$ cat config.mk
export PLATFORM = sky130hd
export DESIGN_NAME = pio_ports
export DESIGN_NICKNAME = d
export VERILOG_FILES = /design/src/pio_pkg.sv /design/src/pio_ports.sv /design/src/pio_edge_detect.sv
export SDC_FILE = /design/constraint.sdc
export NUM_CORES = 1
export LEC_CHECK = 0
export ABC_AREA = 1
export BUFFER_PORTS_ARGS = -buffer_cell sky130_fd_sc_hd__buf_2
export CORE_MARGIN = 2
export CORE_UTILIZATION = 52
export DETAILED_ROUTE_END_ITERATION = 10
export HOLD_SLACK_MARGIN = 0.05
export MAX_ROUTING_LAYER = met4
export PLACE_DENSITY = 0.79
export SLEW_MARGIN = 20
export SYNTH_ARGS = -nofsm -noshare
export SYNTH_HDL_FRONTEND = slang
export SYNTH_HIERARCHICAL = 1
export SYNTH_SLANG_ARGS = --single-unit
export TNS_END_PERCENT = 50
$ cat constraint.sdc
create_clock -name clk -period 1.8 [get_ports clk]
set_clock_uncertainty 0.2 [all_clocks]
set_input_delay 0.18 -clock clk [delete_from_list [all_inputs] [get_ports clk]]
set_output_delay 0.18 -clock clk [all_outputs]
set_load 0.02 [all_outputs]
$ cat src/pio_pkg.sv
// Constants shared by the parallel port block: offsets, reset values and bit positions.
`default_nettype none
package pio_pkg;
  localparam int PIO_P0_W = 8;
  localparam int PIO_P1_W = 7;
  localparam int PIO_P2_W = 3;
  // Register offsets on the internal memory-mapped bus.
  localparam logic [15:0] PIO_OFF_P0_LATCH = 16'h0000;
  localparam logic [15:0] PIO_OFF_P1_LATCH = 16'h0001;
  localparam logic [15:0] PIO_OFF_P2_LATCH = 16'h0002;
  localparam logic [15:0] PIO_OFF_P1_DIR = 16'h0009;
  localparam logic [15:0] PIO_OFF_P0_DRIVE = 16'h000B;
  localparam logic [15:0] PIO_OFF_P0_PIN = 16'h000C;
  localparam logic [15:0] PIO_OFF_P2_PIN = 16'h000D;
  // Reset values.
  localparam logic [7:0] PIO_P0_LATCH_RST = 8'hFF;
  localparam logic [7:0] PIO_P0_DRIVE_RST = 8'h00;
  localparam logic [6:0] PIO_P1_LATCH_RST = 7'h00;
  localparam logic [6:0] PIO_P1_DIR_RST = 7'h00;
  localparam logic [2:0] PIO_P2_LATCH_RST = 3'h7;
  // Bit positions of shared functions.
  localparam int PIO_P0_TX_NORM = 0;
  localparam int PIO_P0_RX_NORM = 1;
  localparam int PIO_P0_RX_SER = 2;
  localparam int PIO_P0_TX_SER = 3;
  localparam int PIO_P1_INT0 = 0;
  localparam int PIO_P2_STOP = 0;
  localparam int PIO_P2_OSC_IN = 1;
  localparam int PIO_P2_OSC_OUT = 2;
endpackage
`default_nettype wire

$ cat src/pio_ports.sv
// Three parallel ports: high-current port 0, direction-controlled port 1, shared port 2.
//
// Contract
// - Output values live in latches; pins are read unlatched at read time.
// - A port read samples the pin levels in its first state.
// - A port write changes pin outputs in its second state.
// - Reset sets port 0 latch to ones and drive select to zero.
// - Port 0 drive select picks open-drain or push-pull per bit.
// - Port 0 data read gives latch; pin-read register gives pin levels.
// - Serial mode uses port 0 bits 2/3; normal mode bits 1/0 for UART.
// - Port 1 has direction register; reset clears direction and latch.
// - Port 1 direction 0 is input, 1 drives the latch value.
// - Port 1 bit 1 always feeds its interrupt, even as output.
// - Port 1 bit 0 is general I/O or interrupt input by select bit.
// - Port 2 latch resets to ones.
// - Dual-clock mode gives port 2 bits 1 and 2 to the resonator.
// - Port 2 latch and pin reads; bits 7 to 3 are indeterminate.
// - Port 2 bit 0 falling edge sets its interrupt even as output.
// - In stop mode port 2 bit 0 is released regardless of enable.
// - Select 0 means port 1 bit 0 I/O, 1 means interrupt input.
`default_nettype none
module pio_ports
  import pio_pkg::*;
(
  // Clock and reset.
  input wire logic clk,
  input wire logic reset_n,
  // Internal register bus.
  input wire logic [15:0] busAddr,
  input wire logic busRead,
  input wire logic busWrite,
  input wire logic [7:0] busWdata,
  output logic [7:0] busRdata,
  output logic busRdataValid,
  // Mode and function controls.
  input wire logic serialProgMode,
  input wire logic dualClockMode,
  input wire logic stopMode,
  input wire logic pin10InterruptSelect,
  input wire logic uartTxd,
  // Port 0 pins.
  input wire logic [pio_pkg::PIO_P0_W-1:0] port0PinIn,
  output logic [pio_pkg::PIO_P0_W-1:0] port0PinOut,
  output logic [pio_pkg::PIO_P0_W-1:0] port0PinOe,
  // Port 1 pins.
  input wire logic [pio_pkg::PIO_P1_W-1:0] port1PinIn,
  output logic [pio_pkg::PIO_P1_W-1:0] port1PinOut,
  output logic [pio_pkg::PIO_P1_W-1:0] port1PinOe,
  // Port 2 pins.
  input wire logic [pio_pkg::PIO_P2_W-1:0] port2PinIn,
  output logic [pio_pkg::PIO_P2_W-1:0] port2PinOut,
  output logic [pio_pkg::PIO_P2_W-1:0] port2PinOe,
  // Function inputs and interrupt edge pulses.
  output logic uartRxd,
  output logic int0Fall,
  output logic int1Rise,
  output logic int1Fall,
  output logic stopFall
);
  import pio_pkg::*;

  // Pending write stage: taken in the first state, applied in the second.
  logic wrPend_reg, wrPend_next;
  logic [15:0] wrAddr_reg, wrAddr_next;
  logic [7:0] wrData_reg, wrData_next;
  // Port registers.
  logic [7:0] p0Latch_reg, p0Latch_next;
  logic [7:0] p0Drive_reg, p0Drive_next;
  logic [6:0] p1Latch_reg, p1Latch_next;
  logic [6:0] p1Dir_reg, p1Dir_next;
  logic [2:0] p2Latch_reg, p2Latch_next;
  // Registered pin drive.
  logic [7:0] p0Out_reg, p0Out_next, p0Oe_reg, p0Oe_next;
  logic [6:0] p1Out_reg, p1Out_next, p1Oe_reg, p1Oe_next;
  logic [2:0] p2Out_reg, p2Out_next, p2Oe_reg, p2Oe_next;
  logic rxd_reg, rxd_next;
  // Read answer.
  logic [7:0] rdata_reg, rdata_next;
  logic rvalid_reg, rvalid_next;
  logic [2:0] edgeRise, edgeFall;

  always_comb begin
    wrPend_next = busWrite;
    wrAddr_next = busWrite ? busAddr : wrAddr_reg;
    wrData_next = busWrite ? busWdata : wrData_reg;
    p0Latch_next = p0Latch_reg;
    p0Drive_next = p0Drive_reg;
    p1Latch_next = p1Latch_reg;
    p1Dir_next = p1Dir_reg;
    p2Latch_next = p2Latch_reg;
    if (wrPend_reg) begin
      unique case (wrAddr_reg)
        PIO_OFF_P0_LATCH: p0Latch_next = wrData_reg;
        PIO_OFF_P0_DRIVE: p0Drive_next = wrData_reg;
        PIO_OFF_P1_LATCH: p1Latch_next = wrData_reg[6:0];
        PIO_OFF_P1_DIR: p1Dir_next = wrData_reg[6:0];
        PIO_OFF_P2_LATCH: p2Latch_next = wrData_reg[2:0];
        default: ;
      endcase
    end
  end

  always_ff @(posedge clk) begin
    if (!reset_n) begin
      wrPend_reg <= 1'b0;
      wrAddr_reg <= 16'h0000;
      wrData_reg <= 8'h00;
      p0Latch_reg <= PIO_P0_LATCH_RST;
      p0Drive_reg <= PIO_P0_DRIVE_RST;
      p1Latch_reg <= PIO_P1_LATCH_RST;
      p1Dir_reg <= PIO_P1_DIR_RST;
      p2Latch_reg <= PIO_P2_LATCH_RST;
    end else begin
      wrPend_reg <= wrPend_next;
      wrAddr_reg <= wrAddr_next;
      wrData_reg <= wrData_next;
      p0Latch_reg <= p0Latch_next;
      p0Drive_reg <= p0Drive_next;
      p1Latch_reg <= p1Latch_next;
      p1Dir_reg <= p1Dir_next;
      p2Latch_reg <= p2Latch_next;
    end
  end

  // Pin drive is computed from the next latch values so that the pins move in the same
  // edge as the latch and every pin output still comes from a flip-flop.
  always_comb begin
    p0Out_next = p0Latch_next;
    if (serialProgMode) begin
      p0Out_next[PIO_P0_TX_SER] = p0Latch_next[PIO_P0_TX_SER] & uartTxd;
      rxd_next = port0PinIn[PIO_P0_RX_SER];
    end else begin
      p0Out_next[PIO_P0_TX_NORM] = p0Latch_next[PIO_P0_TX_NORM] & uartTxd;
      rxd_next = port0PinIn[PIO_P0_RX_NORM];
    end
    // Open-drain bits only pull low; a one in the latch releases the pin, except the UART transmit bit while uartTxd is low.
    p0Oe_next = p0Drive_next | ~p0Out_next;
    p1Out_next = p1Latch_next;
    p1Oe_next = p1Dir_next;
    if (pin10InterruptSelect) begin
      p1Oe_next[PIO_P1_INT0] = 1'b0;
    end
    p2Out_next = p2Latch_next;
    p2Oe_next = ~p2Latch_next;
    if (dualClockMode) begin
      p2Oe_next[PIO_P2_OSC_IN] = 1'b0;
      p2Oe_next[PIO_P2_OSC_OUT] = 1'b0;
    end
    if (stopMode) begin
      p2Oe_next[PIO_P2_STOP] = 1'b0;
    end
  end

  always_ff @(posedge clk) begin
    if (!reset_n) begin
      p0Out_reg <= PIO_P0_LATCH_RST;
      p0Oe_reg <= 8'h00;
      p1Out_reg <= PIO_P1_LATCH_RST;
      p1Oe_reg <= PIO_P1_DIR_RST;
      p2Out_reg <= PIO_P2_LATCH_RST;
      p2Oe_reg <= 3'h0;
      rxd_reg <= 1'b1;
    end else begin
      p0Out_reg <= p0Out_next;
      p0Oe_reg <= p0Oe_next;
      p1Out_reg <= p1Out_next;
      p1Oe_reg <= p1Oe_next;
      p2Out_reg <= p2Out_next;
      p2Oe_reg <= p2Oe_next;
      rxd_reg <= rxd_next;
    end
  end

  // Pins are sampled in the cycle the read is taken; no input latch exists.
  always_comb begin
    rvalid_next = busRead;
    rdata_next = rdata_reg;
    if (busRead) begin
      unique case (busAddr)
        PIO_OFF_P0_LATCH: rdata_next = p0Latch_reg;
        PIO_OFF_P0_PIN: rdata_next = port0PinIn;
        PIO_OFF_P0_DRIVE: rdata_next = p0Drive_reg;
        PIO_OFF_P1_LATCH: rdata_next = {1'b0, (p1Dir_reg & p1Latch_reg) |
                                        (~p1Dir_reg & port1PinIn)};
        PIO_OFF_P1_DIR: rdata_next = {1'b0, p1Dir_reg};
        // Upper bits are undefined to software; they read as zero here.
        PIO_OFF_P2_LATCH: rdata_next = {5'h00, p2Latch_reg};
        PIO_OFF_P2_PIN: rdata_next = {5'h00, port2PinIn};
        default: rdata_next = 8'h00;
      endcase
    end
  end

  always_ff @(posedge clk) begin
    if (!reset_n) begin
      rdata_reg <= 8'h00;
      rvalid_reg <= 1'b0;
    end else begin
      rdata_reg <= rdata_next;
      rvalid_reg <= rvalid_next;
    end
  end

  // Edges are taken from the pin level itself, so a port driving its own pin still
  // raises the interrupt; software must mask it when reconfiguring.
  pio_edge_detect #(
    .W(3)
  ) u_pio_edge_detect (
    .clk(clk),
    .reset_n(reset_n),
    .level({port2PinIn[PIO_P2_STOP], port1PinIn[1], port1PinIn[PIO_P1_INT0]}),
    .enable({1'b1, 1'b1, pin10InterruptSelect}),
    .rise(edgeRise),
    .fall(edgeFall)
  );

  assign busRdata = rdata_reg;
  assign busRdataValid = rvalid_reg;
  assign port0PinOut = p0Out_reg;
  assign port0PinOe = p0Oe_reg;
  assign port1PinOut = p1Out_reg;
  assign port1PinOe = p1Oe_reg;
  assign port2PinOut = p2Out_reg;
  assign port2PinOe = p2Oe_reg;
  assign uartRxd = rxd_reg;
  assign int0Fall = edgeFall[0];
  assign int1Rise = edgeRise[1];
  assign int1Fall = edgeFall[1];
  assign stopFall = edgeFall[2];
endmodule
`default_nettype wire

$ cat src/pio_edge_detect.sv
// Registered rise and fall pulse detector for a vector of synchronous pin levels.
`default_nettype none
module pio_edge_detect #(
  parameter int W = 3
) (
  // Clock and reset.
  input wire logic clk,
  input wire logic reset_n,
  // Levels and per-bit enables.
  input wire logic [W-1:0] level,
  input wire logic [W-1:0] enable,
  // One-cycle edge pulses.
  output logic [W-1:0] rise,
  output logic [W-1:0] fall
);
  logic [W-1:0] prev_reg, prev_next;
  logic [W-1:0] rise_reg, rise_next;
  logic [W-1:0] fall_reg, fall_next;

  always_comb begin
    prev_next = level;
    rise_next = enable & level & ~prev_reg;
    fall_next = enable & ~level & prev_reg;
  end

  always_ff @(posedge clk) begin
    if (!reset_n) begin
      // Pins rest high on their pull-ups, so a start at zero would fake an edge after reset.
      prev_reg <= '1;
      rise_reg <= '0;
      fall_reg <= '0;
    end else begin
      prev_reg <= prev_next;
      rise_reg <= rise_next;
      fall_reg <= fall_next;
    end
  end

  assign rise = rise_reg;
  assign fall = fall_reg;
endmodule
`default_nettype wire

# Word level (Yosys, flattened, before mapping)
# Cells that the tools add are included.
# classes
eq_ne	10
n_mux	12
bitwise_logic	16
n_reduce_logical	6
# ops
op	count
$eq A16 B4 Y1 const B	6
$pmux W8 S7	1
$eq A16 B1 Y1 const B	2
$eq A16 B2 Y1 const B	2
$logic_not A16 Y1	2
$mux W8	4
$and A7 B7 Y7	2
$mux W7	2
$not A8 Y8	1
$or A8 B8 Y8	1
$not A7 Y7	1
$or A7 B7 Y7	1
$and A3 B3 Y3	2
$mux W3	2
$not A3 Y3	2
$reduce_or A2 Y1	3
$and A2 B2 Y2	2
$mux W1	3
$and A1 B1 Y1	2
$not A2 Y2	1
$reduce_and A2 Y1	1
$not A1 Y1	1
# word_totals
ff_bits	102
input_bits	51
out_inout_bits	50
word_cells	64

# Longest topological paths before layout
# Gate-level depths: netlist of run 1.
# depth
word_depth	7
depth_mapped	10
depth_no_buf	10

# Hierarchy
# The synthesis of run 1 kept the hierarchy.
# modules_own_cells
mod	n_inst	cells_per_inst	area_each_um2	seq_area_each_um2
pio_ports	1	485	3507.1	1641.6
pio_edge_detect	1	37	292.8	180.2

# Worst setup path after synthesis of run 1
# OpenSTA, ideal clock, no wires.
# synth_path
path_type	reg2reg
from	register wrAddr_reg[0]
to	register p0Oe_reg[3] (netlist: port0PinOe[3])
setup_time_ns	0.120
t_arrival_ns	1.162
t_required_ns	1.480
path_slack_ns	0.318
path_stages_with_launch	8
path_buffers	0
period_less_slack_ns	1.482
path_cell_list	dfxtp_1 > nand2_1 > nor3_1 > nand2_1 > inv_2 > nand2_1 > o211ai_1 > nand2_1
# synth_via
elab_chain_cells	7
word_cells_on_any_way	10
cone_classes	eq/ne: 1; mux: 5; bitwise: 3; reduce/logical: 1
# synth_lines
element	line_no	text
start, declared	pio_ports.sv:64	logic [15:0] wrAddr_reg, wrAddr_next;
start signal, assigned	pio_ports.sv:115	wrAddr_reg <= wrAddr_next;
$logic_not A16 Y1	pio_ports.sv:92	unique case (wrAddr_reg)
$mux W8	pio_ports.sv:92	
$mux W8	pio_ports.sv:91	if (wrPend_reg) begin
$and A1 B1 Y1	pio_ports.sv:130	p0Out_next[PIO_P0_TX_SER] = p0Latch_next[PIO_P0_TX_SER] & uartTxd;
$mux W1	pio_ports.sv:129	if (serialProgMode) begin
$not A8 Y8	pio_ports.sv:137	p0Oe_next = p0Drive_next | ~p0Out_next;
$or A8 B8 Y8 (*)	pio_ports.sv:137	
end signal, assigned	pio_ports.sv:165	p0Oe_reg <= p0Oe_next;
end, declared	pio_ports.sv:73	logic [7:0] p0Out_reg, p0Out_next, p0Oe_reg, p0Oe_next;
# Mark *: on every way between the ends. The rest lies on a longest branch, timed or not.
# A chain may end at the register's enable or synchronous reset.

# Worst setup path after layout of run 1
# layout_path
from	input busAddr[0]
to	register rdata_reg[4] (netlist: busRdata[4])
# layout_via
elab_chain_cells	2
word_cells_on_any_way	8
cone_classes	eq/ne: 6; mux: 1; reduce/logical: 1
# layout_lines
element	line_no	text
start, declared	pio_ports.sv:29	input wire logic [15:0] busAddr,
$eq A16 B4 Y1 (tied with other cells)	pio_ports.sv:179	unique case (busAddr)
$pmux W8 S7 (*)	pio_ports.sv:179	
end signal, assigned	pio_ports.sv:199	rdata_reg <= rdata_next;
end, declared	pio_ports.sv:78	logic [7:0] rdata_reg, rdata_next;
# Marks and branches as above.

==> reports/qor.csv, run 1 <==
metric,value,unit
Required @ worst endpoint,1.86,ns
routability cong.,0.896,
Area Overhead vs Synth,35.3,%
ANT nets after route,0,
worst r2r path cells,7,
DR pass1 iterations,5,
Initial Util,54.3,%
GR Util All Layers,27.5,%
worst-margin pin slew,0.498,ns
Antenna Diode Count,0,
Ports,101,
Routed WL per cell,14.3,µm
min Tclk post-route,1.75,ns
Yosys warnings,6,
worst r2r src,wrAddr_reg[4],
CP bufs+invs,3,
CTS Buf Count,9,
routed vias/inst,5.21,
launch point of the worst hold path,busWrite,
highest clock rate,570,MHz
number of flip-flops in the largest register,16,
pre-CTS WS,0.00119,ns
vias,3913,
r2r endpoint,port0PinOe[0],
Finished Core Util,73.4,%
highest-delay cell along the critical path,dlygate4sd3_1,
layout cell share with drive strength beyond 1,24.7,%
max cap viols,0,
Worst R2R Setup Slack,0.05,ns
Die ar.,7870,µm²
Max Root-Sink Buffers,2,
Hold WC Path Type,in -> reg,
num rows,30,
Leakage,2.38,nW
clock-pin slew of the registers on the worst-case setup and hold paths,0.09,ns
Fin. Hold Viols,0,
power per cell area,753,nW/µm²
average size of a mapped cell,7.28,µm²
CTS H-Tree Depth,3,
CP Cell Sequence,"dlygate4sd3_1, buf_2, inv_1, nor2_2, nand2_1, nor2_4, and2_1, nand2_1, nand2_1, nor3_2, nor2_1",
"most used cell, CP",nand2_1,
clk_lat worst skew,0.37,ns
Startpoint Class,input port,
setup slack after layout,0.0463,ns
Post-Syn Area,3730,µm²
setup tns final,0,ns
DR iter-0 viols,304,
Die X,88.7,µm
Final period util,97.4,%
maximum fanout along the worst path,4,
RSZ-0062 raised after global routing,true,
# port buffers,100,
largest net degree at the start of global routing,35,
Hold Path End,wrAddr_reg[0],
Root Driver,clkbuf_8,
"CP delay by family, top",simple AND/OR/NAND/NOR gates,
synthesized instance count,512,
crit path DAT,1.82,ns
Slew HR,66.7,%
CP Class,in -> reg,
first-pass GRT wire length,16100,µm
hold depth,3,
status,"finished, final reports clean",
CTS tree,yes,
final net count,701,
critical path's largest stage delay,0.56,ns
total power,3.80,mW
DRC viols,0,
vias in the first global route,3700,
Filler cells,547,
global route overflow,0,
initial antenna violation count,0,
CP Capture Type,flop,
Final Max Slew Viols,0,
HPWL Detailed,6870,µm
die height,88.7,µm
core area,6870,µm²
Routed WL,10700,µm
final setup fails,0,
CTS sink count,89,
smallest hold slack,0.0659,ns
Max IR drop VDD,0.481,mV
-- layout by cell type (no fill, tap or decap), types with 3 or more instances in the layout --
cell type      instances
nand2_1               98
nor2_2                 6
nor2_4                 6
buf_2                 98
nand2_2                4
nand3_1               34
buf_4                  9
nand4_1                3
nor3_2                 6
dfxtp_1               88
conb_1                 3
inv_6                  3
o21ai_0               49
a21oi_1               26
nor2_1                85
o21ai_1               17
nor3_1                 4
clkbuf_8              10
inv_1                 36
dlygate4sd3_1         42
-- through the flow --
step / instance area, µm² / cells
floorplan: 3740 / 514
global placement: 4250 / 688
detailed placement: 4250 / 688
CTS: 4860 / 746
global route: 5040 / 751
finish: 5040 / 751
-- tightest hold or removal path, stage by stage --
cell	delay, ns
buf_2	0.09
buf_4	0.23
a21oi_1	0.09
-- routing by layer --
layer / wire [µm] / track usage (%) / vias up / share of wire, %
li1: - / - / 1914 / -
met1: 4390 / 33.1 / 1758 / 41
met2: 5140 / 44.9 / 200 / 48
met3: 832 / 4.29 / 41 / 7.7
met4: 387 / 13.5 / 0 / 3.6
met5: 0 / - / - / 0
-- power breakdown --
part / leakage, nW / total, mW / switching, mW / internal (mW)
clock: 0.0937 / 1.30 / 0.745 / 0.554
sequential: 0.727 / 2.07 / 0.0433 / 2.03
combinational: 1.56 / 0.430 / 0.240 / 0.190
total: 2.38 / 3.80 / 1.03 / 2.77
-- how the worst max path moves through the flow --
stage                               from       endpoint  slack [ns]  cells past startpoint
after global placement    wrAddr_reg[14]  port0PinOe[0]        0.04                      8
final                         busAddr[0]    busRdata[4]        0.05                     11
after CTS                    busAddr[11]    busRdata[7]        0.01                     12
after global routing          busAddr[0]    busRdata[4]       -0.08                     11
after detailed placement  wrAddr_reg[14]  port0PinOe[0]       0.001                      8
after floorplan            wrAddr_reg[0]  port0PinOe[3]        0.32                      7
-- repair_timing --
item	CTS	global route
hold buffers	42	2
resized for setup	2	34
pin swaps	0	9
cloned	0	3
endpoints found under the setup margin	1	24
buffers inserted	0	2
hold endpoints to repair	47	2
-- layout make-up --
class                      instances  area [µm²]  share of cell area [%]
inverter                          40         155                    3.08
tap                               96         120                    2.38
sequential                        89        1780                    35.3
multi-input combinational        355        1720                    34.0
timing repair buffer             155        1080                    21.5
clock buffer                      10         138                    2.73
clock inverter                     6        47.5                   0.942
Note: power is estimated with default switching activity, not from simulation.
==> inputs of run 2 (changes only) <==
--- a/config.mk
+++ b/config.mk
@@ -13,5 +13,5 @@
 export HOLD_SLACK_MARGIN = 0.05
 export MAX_ROUTING_LAYER = met4
-export PLACE_DENSITY = 0.79
+export PLACE_DENSITY = 0.9
 export SLEW_MARGIN = 20
 export SYNTH_ARGS = -nofsm -noshare
==> constraint.sdc (replaced) <==
create_clock -name clk -period 1.8 [get_ports clk]
set_clock_uncertainty 0.2 [all_clocks]
set_input_delay 0.09 -clock clk [delete_from_list [all_inputs] [get_ports clk]]
set_output_delay 0.09 -clock clk [all_outputs]
set_load 0.02 [all_outputs]
==> reports/qor.csv, run 2 (synthesized netlist as in run 1, its figures left out) <==
metric,value,unit,change
max cap viols,0,,unchanged
layout cell share with drive strength beyond 1,23.8,%,-0.94 points
setup tns final,0,ns,unchanged
Max IR drop VDD,0.587,mV,+22%
highest-delay cell along the critical path,dlygate4sd3_1,,
critical path's largest stage delay,0.54,ns,-0.02 ns
largest net degree at the start of global routing,26,,-26%
CTS Buf Count,9,,unchanged
Die X,88.7,µm,unchanged
crit path DAT,1.86,ns,+0.04 ns
Routed WL,11100,µm,+2.9%
Max Root-Sink Buffers,2,,unchanged
"non-filler cells, final",760,,+1.2%
worst r2r src,wrAddr_reg[10],,
Area Overhead vs Synth,37.0,%,
DR iter-0 viols,284,,-6.6%
DR pass1 iterations,5,,unchanged
global route overflow,0,,unchanged
min Tclk post-route,1.78,ns,+0.0232 ns
Leakage,2.41,nW,+1.0%
highest clock rate,563,MHz,-1.3%
metal2 WL,5550,µm,+8.1%
Hold WC Path Type,in -> reg,,
final net count,710,,+1.3%
maximum fanout along the worst path,11,,+7
core area,6870,µm²,unchanged
Ports,101,,unchanged
DRC viols,0,,unchanged
Final Max Slew Viols,0,,unchanged
RSZ-0062 raised after global routing,true,,
routed vias/inst,5.24,,+0.56%
CTS H-Tree Depth,3,,unchanged
placed cells,689,,+0.15%
Filler cells,533,,-2.6%
clock-pin slew of the registers on the worst-case setup and hold paths,0.09,ns,about the same
met3 routed WL,785,µm,-5.6%
"most used cell, CP",nand2_1,,
power per cell area,756,nW/µm²,+0.44%
Startpoint Class,input port,,
Required @ worst endpoint,1.89,ns,+0.03 ns
vias,3982,,+1.8%
Root Driver,clkbuf_8,,
CTS tree,yes,,
CP Class,in -> reg,,
worst-margin pin slew,0.629,ns,+0.131 ns
most frequent cells in the layout,"nand2_1, buf_2, nor2_1, dfxtp_1, dlygate4sd3_1",,
first-pass GRT wire length,16800,µm,+4.2%
hold depth,9,,+6
Slew HR,58.0,%,-8.7 points
Die ar.,7870,µm²,unchanged
# port buffers,100,,unchanged
HPWL Detailed,7030,µm,+2.4%
ANT nets after route,0,,unchanged
Initial Util,54.3,%,unchanged
GR Util All Layers,28.6,%,+1.1 points
number of flip-flops in the largest register,16,,unchanged
Metal-1 WL,4350,µm,-0.75%
vias in the first global route,3714,,+0.38%
DR top layer,met4,,
crit path from,busAddr[8],,
routability cong.,0.923,,+3.0%
Final period util,98.7,%,+1.3 points
status,"finished, final reports clean",,
clk_lat worst skew,0.37,ns,about the same
CP Cell Sequence,"dlygate4sd3_1, buf_2, nor2_2, nand2_2, nor2_4, clkbuf_16, nand3_1, nand2_1, nor2_1, nand2_1, nand2_1, a21oi_1",,
worst r2r path cells,8,,+1
launch point of the worst hold path,port1PinIn[2],,
initial antenna violation count,0,,unchanged
Antenna Diode Count,0,,unchanged
die height,88.7,µm,unchanged
CTS sink count,89,,unchanged
CP Capture Type,flop,,
num rows,30,,unchanged
final setup fails,0,,unchanged
Fin. Hold Viols,0,,unchanged
Routed WL per cell,14.5,µm,+1.7%
run 2: cell count changes in the layout (fill, tap and decap cells not counted), moves of 3 or more:
cell and delta:
nor2_1 +3, dlygate4sd3_1 +11, nor3_1 +4, nor3_2 -4
nand2_2 +3
run 2: layout make-up:
cell class / count / area [µm²] / area share, %
well taps: 96 / 120 / 2.35
inverters: 40 / 153 / 2.99
flip-flops and latches: 89 / 1780 / 34.9
repair buffers: 164 / 1180 / 23.1
clock inverters: 7 / 71.3 / 1.40
clock buffers: 9 / 124 / 2.42
multi-input cells: 355 / 1680 / 32.9
run 2: final timing paths:
path,endpoint,slack (ns)
setup / recovery,busRdata[0],0.02
setup reg to reg,p1Dir_reg[4],0.04
hold reg to reg,u_pio_edge_detect/fall[2],0.22
hold / removal,busRdata[2],0.18
run 2: where the power goes:
group	switching, mW	internal [mW]	total (mW)
combinational	0.243	0.211	0.454
clock	0.800	0.540	1.34
sequential	0.0436	2.03	2.07
total	1.09	2.78	3.87
run 2: stage by stage:
stage	hold WS (ns)	total power [mW]	utilization [%]	setup WS, ns	instance area (µm²)
floorplan	-0.0376	2.31	-	0.318	3740
global placement	0.0468	2.43	62.0	0.110	4260
detailed placement	0.0532	2.44	62.0	0.0543	4260
CTS	0.121	3.82	72.6	0.0185	4990
global route	0.210	3.99	74.4	-0.0216	5110
finish	0.176	3.87	74.4	0.0231	5110
run 2: repair_timing:
| action | in CTS | in global routing |
|---|---|---|
| hold endpoints to repair | 65 | 0 |
| hold buffers | 53 | 0 |
| setup buffers | 0 | 3 |
| setup endpoints to repair | 0 | 35 |
| resized for setup | 0 | 28 |
run 2: metal layers:
layer,vias to the layer above,global-route usage (%)
met2,219,47.8
met1,1802,33.1
met3,33,5.32
li1,1928,-
met5,-,-
met4,0,13.5
run 2: worst max-delay path: cells and delay by family:
family / cells / cell delay (ns)
buffers and inverters: 3 / 0.89
and+or+nand+nor: 8 / 0.75
AOI/OAI and AO/OA: 1 / 0.13
==> inputs of run 3 (changes only) <==
--- a/config.mk
+++ b/config.mk
@@ -9,9 +9,9 @@
 export BUFFER_PORTS_ARGS = -buffer_cell sky130_fd_sc_hd__buf_2
 export CORE_MARGIN = 2
-export CORE_UTILIZATION = 52
+export CORE_UTILIZATION = 40
 export DETAILED_ROUTE_END_ITERATION = 10
 export HOLD_SLACK_MARGIN = 0.05
 export MAX_ROUTING_LAYER = met4
-export PLACE_DENSITY = 0.9
+export PLACE_DENSITY = 0.74
 export SLEW_MARGIN = 20
 export SYNTH_ARGS = -nofsm -noshare
==> constraint.sdc (replaced) <==
create_clock -name clk -period 1.8 [get_ports clk]
set_clock_uncertainty 0.2 [all_clocks]
set_input_delay 0 -clock clk [delete_from_list [all_inputs] [get_ports clk]]
set_output_delay 0 -clock clk [all_outputs]
set_load 0.02 [all_outputs]
==> reports/qor.csv, run 3 (synthesized netlist as in run 1, its figures left out) <==
metric,value,unit,change
status,"finished, final reports clean",,
Die ar.,10100,µm²,+29%
clock-pin slew of the registers on the worst-case setup and hold paths,0.09,ns,about the same
routability cong.,0.856,,-7.3%
layout cell share with drive strength beyond 1,22.1,%,-1.7 points
hold depth,9,,unchanged
Max IR drop VDD,0.402,mV,-31%
highest-delay cell along the critical path,dfxtp_1,,
Max Root-Sink Buffers,2,,unchanged
Startpoint Class,flop,,
routed vias/inst,4.93,,-5.9%
Hold WC Path Type,in -> reg,,
CP Class,reg -> reg,,
Area Overhead vs Synth,44.4,%,
Ports,101,,unchanged
vias in the first global route,3945,,+6.2%
Routed WL,11300,µm,+2.3%
min Tclk post-route,1.71,ns,-0.0703 ns
power per cell area,789,nW/µm²,+4.3%
P_int,3.23,mW,+16%
CTS Buf Count,9,,unchanged
Filler cells,792,,+49%
launch point of the worst hold path,port1PinIn[2],,
setup slack after layout,0.0934,ns,+0.0703 ns
Fin. Hold Viols,0,,unchanged
Routed WL per cell,14.1,µm,-3.1%
final setup fails,0,,unchanged
GR Util All Layers,23.2,%,-5.4 points
critical path's largest stage delay,0.43,ns,-0.11 ns
vias,3953,,-0.73%
Post-Place Cell Area,4280,µm²,+0.56%
NetSw,1.02,mW,-6.6%
worst-margin pin slew,0.511,ns,-0.118 ns
final instance area,5390,µm²,+5.4%
CTS sink count,89,,unchanged
die height,101,µm,+13%
largest net degree at the start of global routing,69,,+170%
RSZ-0062 raised after global routing,true,,
Final period util,94.8,%,-3.9 points
Leakage,2.57,nW,+6.8%
worst r2r src,wrAddr_reg[1],,
"most common cell after layout, fill and taps aside",buf_2,,
Root Driver,clkbuf_8,,
Required @ worst endpoint,1.85,ns,-0.04 ns
HPWL Detailed,7150,µm,+1.6%
DRC viols,0,,unchanged
max cap viols,0,,unchanged
DR iter-0 viols,217,,-24%
maximum fanout along the worst path,10,,-1
clk_lat worst skew,0.36,ns,about the same
global route overflow,0,,unchanged
initial antenna violation count,0,,unchanged
Die X,101,µm,+13%
first-pass GRT wire length,18000,µm,+7.4%
# port buffers,100,,unchanged
r2r endpoint,port0PinOe[0],,
CTS tree,yes,,
num rows,35,,+17%
Initial Util,40.8,%,-14 points
sw frac,23.9,%,-4.2 points
Final Max Slew Viols,0,,unchanged
Clock Power Share,39.8,%,+5.1 points
DR pass1 iterations,8,,+3
CP Capture Type,flop,,
CTS H-Tree Depth,3,,unchanged
Antenna Diode Count,0,,unchanged
highest clock rate,586,MHz,+4.1%
"most used cell, CP",nand2_1,,
most frequent cells in the layout,"buf_2, nand2_1, nor2_1, dfxtp_1, dlygate4sd3_1",,
crit path DAT,1.76,ns,-0.10 ns
Hold Path End,busRdata[2],,
core area,9150,µm²,+33%
Slew HR,65.8,%,+7.8 points
Worst R2R Setup Slack,0.09,ns,+0.05 ns
Comb power frac,11.5,%,-0.3 points
CP Cell Sequence,"nand2_1, nor3_2, nand2_2, inv_4, nand2_1, o211ai_1, nand2_1",,
pre-CTS WS,0.0474,ns,-0.00691 ns
sequential share of power,48.7,%,-4.9 points
ANT nets after route,0,,unchanged
worst r2r path cells,7,,-1
number of flip-flops in the largest register,16,,unchanged
final net count,737,,+3.8%
==> run 3: cell count changes in the layout (fill, tap and decap cells not counted), moves of 3 or more <==
cell	previous run	this run
buf_2	96	100
nor2_2	5	2
nor2_1	88	92
clkinv_4	3	0
dlygate4sd3_1	53	75
bufinv_16	0	3
==> run 3: layout make-up <==
cell class,count,area [µm²],share of cell area [%]
Clock inverter,6,113,2.09
Inverter,40,153,2.83
Tap cell,111,139,2.58
Timing Repair Buffer,191,1410,26.1
Sequential cell,89,1780,33.1
Multi-Input combinational cell,355,1660,30.8
Clock buffer,10,138,2.55
==> run 3: through the flow <==
step / std cells / total power [mW] / hold WS [ns] / setup TNS (ns) / utilization, %
floorplan: 514 / 2.31 / -0.128 / 0 / -
global placement: 703 / 2.43 / -0.0418 / 0 / 46.8
detailed placement: 703 / 2.44 / -0.0388 / 0 / 46.8
CTS: 796 / 4.24 / 0.0732 / 0 / 58.0
global route: 802 / 4.40 / 0.143 / -0.0387 / 58.9
finish: 802 / 4.25 / 0.0790 / 0 / 58.9
==> run 3: metal layers <==
metal / vias up / share of wire [%] / track usage [%]
li1: 1984 / - / -
met1: 1785 / 42 / 26.6
met2: 145 / 49 / 39.9
met3: 39 / 5.8 / 4.58
met4: 0 / 2.8 / 9.48
met5: - / 0 / -
==> run 3: critical path, delay by kind of cell, from the launching register on <==
| family | cells | cell delay (ns) |
|---|---|---|
| DFF | 1 | 0.43 |
| AOI/OAI and AO/OA | 1 | 0.14 |
| and+or+nand+nor | 5 | 0.67 |
| buffers and inverters | 1 | 0.15 |
==> run 3: how the worst max path moves through the flow <==
stage / from / end / slack [ns] / depth (start not counted)
global route: wrAddr_reg[6] / port0PinOe[3] / -0.02 / 7
detailed placement: wrAddr_reg[14] / port0PinOe[0] / 0.05 / 8
finish: wrAddr_reg[1] / port0PinOe[0] / 0.09 / 7
CTS: busWdata[4] / wrData_reg[4] / 0.01 / 6
global placement: wrAddr_reg[14] / port0PinOe[3] / 0.1 / 8
floorplan: wrAddr_reg[0] / port0PinOe[3] / 0.32 / 7
==> run 3: what timing repair did <==
action	CTS	global route
pin swaps	0	3
hold buffers	77	0
gates resized for setup	1	16
hold endpoints to repair	89	0
setup endpoints to repair	1	36
setup buffers	0	7
==> run 3: power by group through the flow <==
stage | combinational [mW] | clock (mW) | sequential (mW)
floorplan | 0.184 | 0 | 2.12
global placement | 0.326 | 0 | 2.11
detailed placement | 0.332 | 0 | 2.11
CTS | 0.466 | 1.71 | 2.07
global route | 0.538 | 1.79 | 2.07
finish | 0.489 | 1.69 | 2.07
